===== src/common/clock_control_defines.vh =====
`ifndef CLOCK_CONTROL_DEFINES_VH
`define CLOCK_CONTROL_DEFINES_VH
// ===========================================
// register byte addresses
`define ADDR_INTERNAL_OSC_MODE      16'hffa0
`define ADDR_CPU_CLOCK_MODE         16'hffa1
`define ADDR_FAST_OSC_CONTROL       16'hffa2
`define ADDR_STABILIZATION_STATUS   16'hffa3
`define ADDR_STABILIZATION_WAIT_SEL 16'hffa4
// ===========================================
// field positions
`define BIT_INTERNAL_OSC_HALT       0
`define BIT_CPU_CLOCK_SELECT        0
`define BIT_CPU_CLOCK_STATUS        1
`define BIT_FAST_OSC_HALT           7
// ===========================================
// reset values
`define RST_INTERNAL_OSC_MODE       8'h00
`define RST_CPU_CLOCK_MODE          8'h00
`define RST_FAST_OSC_CONTROL        8'h00
`define RST_STABILIZATION_STATUS    8'h00
`define RST_STAB_STATUS_BITS        5'h00
`define RST_WAIT_SEL                3'h5
// ===========================================
// timing counts
`define STAB_COUNT_WIDTH            17
`define CPU_START_DELAY_CYCLES      5'h11
`endif


===== src/hdl/clock_switch_sync.v =====
`timescale 1ns/1ps
// ===========================================
// three-flop sampler of an outside level; change counts when stages 2 and 3 agree
module clock_switch_sync (
	input  wire i_clock,
	input  wire i_resetn,
	input  wire i_level,
	output reg  o_level
);
	reg stage1;
	reg stage2;
	reg stage3;

	always @(posedge i_clock or negedge i_resetn) begin
		if (!i_resetn) begin
			stage1  <= 1'b0;
			stage2  <= 1'b0;
			stage3  <= 1'b0;
			o_level <= 1'b0;
		end else begin
			stage1 <= i_level;
			stage2 <= stage1;
			stage3 <= stage2;
			if (stage2 == stage3) begin
				o_level <= stage3;
			end
		end
	end
endmodule


===== src/hdl/cpu_clock_select_osc_control.v =====
`timescale 1ns/1ps
`include "clock_control_defines.vh"
// Notes on behaviour
// internal oscillator halt honoured only if option allows and CPU runs fast clock
// internal osc mode bit 0: 0 oscillates, 1 stops internal oscillator
// reset clears internal osc mode, cpu clock mode and fast osc control to 00h
// software checks status reads 1 before halting internal oscillator
// cpu clock mode bit 0 selects internal (0) or fast (1) clock
// cpu clock mode bit 1 is read-only status of clock really in use
// peripherals get divided internal clock while internal clock drives CPU
// fast osc control honoured only while CPU runs from internal clock
// fast osc control bit 7 halts fast oscillator; other bits read zero
// software checks status reads 0 before halting fast oscillator
// stabilization status cleared on reset release, stop entry, fast halt set
// status bits 4..0 set and stay as 2^11,13,14,15,16 fast periods pass
// with RC oscillator software may switch without reading status
// wait codes 1..5 select 2^11..2^16 periods; reset loads 05h
// selected stop-release wait applies only when fast clock drives CPU
// after stop release counter stops at the selected wait threshold; code freezes the status bits there, counter keeps counting except at the 2^16 mark
// software programs wait selection before stop when on fast clock
// software writes wait selection after status shows time elapsed
// wait count starts only once oscillation has restarted
// wait select takes byte writes only; others take bit and byte access
// reset selects internal clock; CPU clock held 17 internal cycles
// clock switch is glitch-free; status flips once new source drives CPU
// unused register bits read zero and ignore writes
module cpu_clock_select_osc_control (
	input  wire        i_clock,
	input  wire        i_resetn,
	input  wire [15:0] i_addr,
	input  wire        i_write,
	input  wire        i_read,
	input  wire        i_bit_access,
	input  wire [2:0]  i_bit_index,
	input  wire [7:0]  i_wdata,
	output reg  [7:0]  o_rdata,
	input  wire        i_option_soft_stop,
	input  wire        i_stop_enter,
	input  wire        i_stop_release,
	input  wire        i_internal_osc_tick,
	input  wire        i_fast_osc_tick,
	input  wire        i_fast_osc_running,
	output reg         o_internal_osc_halt,
	output reg         o_fast_osc_halt,
	output reg         o_cpu_clock_enable,
	output reg         o_cpu_on_fast_clock,
	output reg         o_peripheral_on_internal,
	output reg         o_stop_wait_active
);
	// ===========================================
	// state and registers
	localparam ST_IDLE = 2'd0;
	localparam ST_WAIT = 2'd1;
	localparam ST_STOP = 2'd2;

	reg                          internal_osc_halt;
	reg                          cpu_clock_select;
	reg                          cpu_clock_status;
	reg                          fast_osc_halt;
	reg [4:0]                    stab_status;
	reg [2:0]                    wait_sel;
	reg [`STAB_COUNT_WIDTH-1:0]  stab_count;
	reg [4:0]                    stab_limit;
	reg [1:0]                    stop_state;
	reg [4:0]                    start_delay;
	reg [1:0]                    switch_phase;
	wire                         int_tick;
	wire                         fast_tick;
	wire                         fast_running;
	reg                          int_tick_q;
	reg                          fast_tick_q;
	wire                         int_edge;
	wire                         fast_edge;

	// ===========================================
	// sampling of oscillator-side signals
	clock_switch_sync sync_int (
		.i_clock  (i_clock),
		.i_resetn (i_resetn),
		.i_level  (i_internal_osc_tick),
		.o_level  (int_tick)
	);
	clock_switch_sync sync_fast (
		.i_clock  (i_clock),
		.i_resetn (i_resetn),
		.i_level  (i_fast_osc_tick),
		.o_level  (fast_tick)
	);
	clock_switch_sync sync_run (
		.i_clock  (i_clock),
		.i_resetn (i_resetn),
		.i_level  (i_fast_osc_running),
		.o_level  (fast_running)
	);

	always @(posedge i_clock or negedge i_resetn) begin
		if (!i_resetn) begin
			int_tick_q  <= 1'b0;
			fast_tick_q <= 1'b0;
		end else begin
			int_tick_q  <= int_tick;
			fast_tick_q <= fast_tick;
		end
	end
	assign int_edge  = int_tick & ~int_tick_q;
	assign fast_edge = fast_tick & ~fast_tick_q;

	// ===========================================
	// helpers
	// merged write value: bit access touches one bit, byte access all
	function [7:0] merge_write;
		input [7:0] old_value;
		input [7:0] wdata;
		input       bit_access;
		input [2:0] bit_index;
		reg   [7:0] mask;
		begin
			mask = 8'h01 << bit_index;
			if (bit_access) begin
				merge_write = (old_value & ~mask) | (wdata & mask);
			end else begin
				merge_write = wdata;
			end
		end
	endfunction

	// mask of done thresholds for a select code; prohibited codes act as longest
	function [4:0] limit_mask;
		input [2:0] code;
		begin
			case (code)
				3'h1:    limit_mask = 5'h10;
				3'h2:    limit_mask = 5'h18;
				3'h3:    limit_mask = 5'h1c;
				3'h4:    limit_mask = 5'h1e;
				default: limit_mask = 5'h1f;
			endcase
		end
	endfunction

	wire wr_int   = i_write && (i_addr == `ADDR_INTERNAL_OSC_MODE);
	wire wr_mode  = i_write && (i_addr == `ADDR_CPU_CLOCK_MODE);
	wire wr_fast  = i_write && (i_addr == `ADDR_FAST_OSC_CONTROL);
	wire wr_wait  = i_write && (i_addr == `ADDR_STABILIZATION_WAIT_SEL) && !i_bit_access;

	wire [7:0] int_img  = {7'h00, internal_osc_halt};
	wire [7:0] mode_img = {6'h00, cpu_clock_status, cpu_clock_select};
	wire [7:0] fast_img = {fast_osc_halt, 7'h00};
	wire [7:0] int_new  = merge_write(int_img, i_wdata, i_bit_access, i_bit_index);
	wire [7:0] mode_new = merge_write(mode_img, i_wdata, i_bit_access, i_bit_index);
	wire [7:0] fast_new = merge_write(fast_img, i_wdata, i_bit_access, i_bit_index);

	// ===========================================
	// control registers
	always @(posedge i_clock or negedge i_resetn) begin
		if (!i_resetn) begin
			internal_osc_halt <= 1'b0;
			cpu_clock_select  <= 1'b0;
			fast_osc_halt     <= 1'b0;
			wait_sel          <= `RST_WAIT_SEL;
		end else begin

			if (wr_int && i_option_soft_stop && cpu_clock_status) begin
				internal_osc_halt <= int_new[`BIT_INTERNAL_OSC_HALT];
			end else if (!cpu_clock_status || !i_option_soft_stop) begin
				internal_osc_halt <= 1'b0;
			end
			if (wr_mode) begin
				cpu_clock_select <= mode_new[`BIT_CPU_CLOCK_SELECT];
			end
			if (wr_fast && !cpu_clock_status) begin
				fast_osc_halt <= fast_new[`BIT_FAST_OSC_HALT];
			end
			if (wr_wait) begin
				wait_sel <= i_wdata[2:0];
			end
		end
	end

	// ===========================================
	// glitch-free switch: gate off, wait two internal ticks, swap, gate on
	// a switch to fast is held off while the fast oscillator is halted or stopped
	always @(posedge i_clock or negedge i_resetn) begin
		if (!i_resetn) begin
			cpu_clock_status   <= 1'b0;
			switch_phase       <= 2'd0;
			start_delay        <= 5'h00;
			o_cpu_clock_enable <= 1'b0;
		end else begin
			if (start_delay != `CPU_START_DELAY_CYCLES) begin
				if (int_edge) begin
					start_delay <= start_delay + 5'h01;
				end
				o_cpu_clock_enable <= 1'b0;
			end else if (cpu_clock_select != cpu_clock_status &&
			             (!cpu_clock_select || (!fast_osc_halt && fast_running))) begin
				o_cpu_clock_enable <= 1'b0;
				if (int_edge) begin
					if (switch_phase == 2'd1) begin
						cpu_clock_status <= cpu_clock_select;
						switch_phase     <= 2'd0;
					end else begin
						switch_phase <= switch_phase + 2'd1;
					end
				end
			end else begin
				switch_phase       <= 2'd0;
				o_cpu_clock_enable <= (stop_state == ST_IDLE);
			end
		end
	end

	// ===========================================
	// stabilization counter
	always @(posedge i_clock or negedge i_resetn) begin
		if (!i_resetn) begin
			stab_count  <= {`STAB_COUNT_WIDTH{1'b0}};
			stab_status <= `RST_STAB_STATUS_BITS;
			stab_limit  <= 5'h1f;
			stop_state  <= ST_IDLE;
		end else begin
			if (i_stop_enter || (wr_fast && !cpu_clock_status && fast_new[`BIT_FAST_OSC_HALT])) begin
				stab_count  <= {`STAB_COUNT_WIDTH{1'b0}};
				stab_status <= 5'h00;
				stop_state  <= i_stop_enter ? ST_STOP : stop_state;
			end else begin
				case (stop_state)
					ST_STOP: begin
						if (i_stop_release) begin
							stab_limit <= limit_mask(wait_sel);
							stop_state <= cpu_clock_status ? ST_WAIT : ST_IDLE;
						end
					end
					ST_WAIT: begin
						if (stab_status == stab_limit) begin
							stop_state <= ST_IDLE;
						end
					end
					default: begin
						stop_state <= ST_IDLE;
					end
				endcase
				// counting runs only on real oscillator edges
				if (fast_edge && fast_running && !fast_osc_halt && stop_state != ST_STOP &&
				    (stab_status & ~stab_limit) == 5'h00 && !stab_status[0]) begin
					stab_count <= stab_count + {{(`STAB_COUNT_WIDTH-1){1'b0}}, 1'b1};

					if (stab_count == 17'd2047) stab_status[4] <= 1'b1;
					if (stab_count == 17'd8191) stab_status[3] <= stab_limit[3];
					if (stab_count == 17'd16383) stab_status[2] <= stab_limit[2];
					if (stab_count == 17'd32767) stab_status[1] <= stab_limit[1];
					if (stab_count == 17'd65535) stab_status[0] <= stab_limit[0];
				end
				if (stab_status == stab_limit && stab_limit != 5'h1f) begin
					stab_limit <= stab_limit;
				end
			end
		end
	end

	// ===========================================
	// outputs and read path
	always @(posedge i_clock or negedge i_resetn) begin
		if (!i_resetn) begin
			o_internal_osc_halt      <= 1'b0;
			o_fast_osc_halt          <= 1'b0;
			o_cpu_on_fast_clock      <= 1'b0;
			o_peripheral_on_internal <= 1'b1;
			o_stop_wait_active       <= 1'b0;
			o_rdata                  <= 8'h00;
		end else begin
			o_internal_osc_halt      <= internal_osc_halt;
			o_fast_osc_halt          <= fast_osc_halt || stop_state == ST_STOP;
			o_cpu_on_fast_clock      <= cpu_clock_status;
			o_peripheral_on_internal <= !cpu_clock_status;
			o_stop_wait_active       <= stop_state == ST_WAIT;
			if (i_read) begin
				case (i_addr)
					`ADDR_INTERNAL_OSC_MODE:      o_rdata <= int_img;
					`ADDR_CPU_CLOCK_MODE:         o_rdata <= mode_img;
					`ADDR_FAST_OSC_CONTROL:       o_rdata <= fast_img;
					`ADDR_STABILIZATION_STATUS:   o_rdata <= {3'h0, stab_status};
					`ADDR_STABILIZATION_WAIT_SEL: o_rdata <= {5'h00, wait_sel};
					default:                      o_rdata <= 8'h00;
				endcase
			end
		end
	end
endmodule


===== config.mk =====
export PLATFORM = sky130hd
export DESIGN_NAME = cpu_clock_select_osc_control
export DESIGN_NICKNAME = d
export VERILOG_FILES = /design/src/hdl/clock_switch_sync.v /design/src/hdl/cpu_clock_select_osc_control.v
export VERILOG_INCLUDE_DIRS = /design/src /design/src/common
export SDC_FILE = /design/constraint.sdc
export NUM_CORES = 1
export LEC_CHECK = 0
export ABC_CLOCK_PERIOD_IN_PS = 6400
export CORE_MARGIN = 2
export CORE_UTILIZATION = 70
export CTS_BUF_LIST = sky130_fd_sc_hd__clkbuf_2 sky130_fd_sc_hd__clkbuf_4 sky130_fd_sc_hd__clkbuf_8
export DETAILED_ROUTE_END_ITERATION = 16
export DONT_BUFFER_PORTS = 1
export HOLD_SLACK_MARGIN = 0.12
export PLACE_DENSITY = 0.84
export RECOVER_POWER = 50
export SLEW_MARGIN = 40
export SYNTH_ARGS = -nofsm -noshare
export SYNTH_HDL_FRONTEND = slang
export SYNTH_SLANG_ARGS = --single-unit

===== constraint.sdc =====
create_clock -name i_clock -period 6.4 [get_ports i_clock]
set_clock_uncertainty 0.15 [all_clocks]
set_input_delay 1.28 -clock i_clock [delete_from_list [all_inputs] [get_ports i_clock]]
set_output_delay 1.28 -clock i_clock [all_outputs]
set_load 0.02 [all_outputs]

==> results.txt <==
Slew HR -> 45.7%
Worst IR Drop VDD -> 212 uV
Initial DRC count -> 113
Worst Setup End Kind -> register
WL final -> 5900 um
IO buf count -> 0
End of the worst hold path -> sync_int.stage2$_DFF_PN0_
Setup repair bufs after CTS -> 0
Share of cells above drive strength 1 -> 12.0%
Antenna-violating nets left -> 0
Width of the die -> 71.3 um
Yosys top cell by area -> dfrtp_1
Via count -> 2128
Main combinational cell family by area after synthesis -> simple AND/OR/NAND/NOR gates
Fin cells -> 352
Fin nets -> 341
Startpoint Class -> input pin
Critical Path AT -> 3.16 ns
Syn_area_per_cell -> 10.9 um^2
Worst slew pin tran -> 0.815 ns
Antenna diodes -> 0
Dpl hpwl -> 3870 um
Synth top area cells -> dfrtp_1 (48%), dfstp_2 (5.8%), nor2_1 (4.1%), mux2i_1 (3.5%), xor2_1 (3.3%)
Total negative slack -> 0 ns
Die area -> 5080 um^2
Clk root buf -> clkbuf_8
Slowest cell on crit path -> nor4_4
Synthesized flop and latch total -> 68
Internal reg-to-reg setup slack -> 3.79 ns
Area grow syn2layout -> 7.66%
Reg2reg end -> stab_status[2]$_DFFE_PN0P_
Die H -> 71.3 um
Critical path type -> input pin to register
First-pass GRT wire length -> 9430 um
Post-route minimum period -> 3.10 ns
# setup viols final -> 0
Clk Latency, worst-skew pair -> 0.35 ns
DRC viols -> 0
Mapped Cells -> 292
Reg2Reg Depth -> 7
Min-delay src -> sync_int.stage1$_DFF_PN0_
Min-Delay Path Class -> register to register
Crit path cell chain -> or4b_4 > nor4_4 > nand4_2 > nand2b_2 > nor2_1
Synth async-reset ratio -> 100%
Post-cts gate resize count -> 0
H-tree depth -> 3
Final Instance Area -> 3410 um^2
Vias per cell -> 6.05
Mapped Area -> 3170 um^2
Number of synthesized flops with an enable pin -> 0
Placed Instance Area -> 3190 um^2
RR Startpoint -> stab_limit[3]$_DFFE_PN1P_
Global-route total usage across every layer -> 25.0%
Wire per inst -> 16.8 um
Final hold violation count -> 0
Synth unique cells -> 51
Site Rows -> 24
Antenna violations before repair -> 0
Starting Density -> 72.8%
Clock Sinks -> 68
Inst Count DP -> 336
Place WS -> 2.97 ns
Largest net degree at the start of global routing -> 69
CP peak stage delay -> 0.56 ns
Power Density -> 270 nW/um^2
GP Congestion -> 0.849
Cell with the most instances after synthesis -> dfrtp_1
Outcome -> complete, no violations
Post-synthesis mux area share -> 5.25%
Synth cell count leaders -> dfrtp_1 (61), nor2_1 (35), nand3_1 (17), inv_1 (16), nand2_1 (16)
Clk pin slew, worst setup/hold paths -> 0.08 ns
Worst Setup Slack, final -> 3.30 ns
Max-cap violations -> 0
Static leakage -> 0.00158 uW
Hold path depth -> 0
Crit-path max FO -> 22
Ratio of final minimum period to clock period -> 48.4%
Yosys top cell area share -> 48.1%
Unrepaired setup endpoints after global routing -> false
Vias in the first global route -> 1966
CTS tree -> yes
Io pins -> 52
Drt first pass iters -> 4
Core Area -> 4350 um^2
Simple logic cell fraction of the synthesized area -> 21.7%
Area share of fa/ha/maj cells after synthesis -> 4.10%
Bufs on Longest Clock Path -> 2
Xor and xnor fraction of the mapped netlist area -> 5.80%
Gr ovfl total -> 0
Synth Flop Type -> dfrtp_1
CTS buffer count -> 9
Post-CTS Hold Buffers -> 0
Compound-cell area share of the yosys netlist -> 5.68%
CP required -> 6.47 ns
Max Freq -> 323 MHz
Seq/Total Area, Yosys -> 53.9%
Final Util -> 78.4%
Yosys Warn Count -> 0
Max Slew Vio Count -> 0
-- area by class of cell --
cell class | instances | area (um^2)
flip-flops and latches | 68 | 1710
clock buffers | 9 | 124
multi-input cells | 200 | 1360
fillers | 284 | 941
inverters | 16 | 60.1
well taps | 52 | 65.1
clock inverters | 7 | 98.8
-- logic make-up (layout without fill, tap and decap cells) --
kind of cell / Yosys count / in the layout
adders and majority gates: 11 / 11
muxes: 16 / 16
DFF: 68 / 68
AOI/OAI and AO/OA: 27 / 27
other: 1 / 2
xor gates and xnor gates: 21 / 21
and+or+nand+nor: 123 / 123
buffers and inverters: 25 / 32
-- report_power, final --
group	leakage [uW]	internal (uW)	total (uW)	switching [uW]
clock network	0.000110	222	395	173
registers	0.000879	453	476	23.5
logic	0.000589	24.7	51.2	26.5
total	0.00158	700	923	223
-- flip-flops by register name, indices dropped and copies added (netlist names), 2 cells and up, named ones only --
| signal | flops |
|---|---|
| stab_count | 17 |
| o_rdata | 6 |
| stab_status | 5 |
| start_delay | 5 |
| stab_limit | 4 |
| wait_sel | 3 |
| stop_state | 2 |
| switch_phase | 2 |
-- stage by stage --
| step | total power, uW | hold slack (ns) |
|---|---|---|
| detailed placement | 535 | 0.190 |
| finish | 923 | 0.204 |
| CTS | 928 | 0.207 |
| global placement | 530 | 0.184 |
| global route | 958 | 0.210 |
| floorplan | 523 | 0.181 |
-- critical path, delay by kind of cell --
family / cells / cell delay [ns]
and+or+nand+nor: 5 / 1.88
-- worst max path at each step --
stage | startpoint | end | slack, ns
6_report | i_addr[3] | stab_count[0]$_DFFE_PN0P_ | 3.30
5_1_grt | i_addr[3] | stab_status[2]$_DFFE_PN0P_ | 3.18
4_1_cts | i_addr[3] | stab_count[0]$_DFFE_PN0P_ | 3.33
3_5_place_dp | i_addr[3] | stab_status[3]$_DFFE_PN0P_ | 2.97
3_3_place_gp | i_addr[3] | stab_count[16]$_DFFE_PN0P_ | 2.99
2_1_floorplan | i_addr[3] | register | 3.19
-- routing by layer --
| metal | track usage (%) | routed length, um | vias up |
|---|---|---|---|
| met5 | 0 | 0 | - |
| met4 | 11.7 | 140 | 0 |
| met3 | 7.45 | 253 | 12 |
| met2 | 39.8 | 2980 | 53 |
| met1 | 31.5 | 2520 | 1038 |
| li1 | - | - | 1025 |
-- cells in the final DEF, fill, tap and decap left out, types with 8 or more instances in the layout --
master,synthesis,layout
nand2_1,16,16
xor2_1,12,12
dfrtp_1,61,61
ha_1,8,8
xnor2_1,9,9
clkbuf_8,0,9
nand4_1,15,15
mux2i_1,11,11
inv_1,16,16
nand3_1,17,17
nor2_1,35,35
No activity file was read; power rests on OpenSTA's default activity.
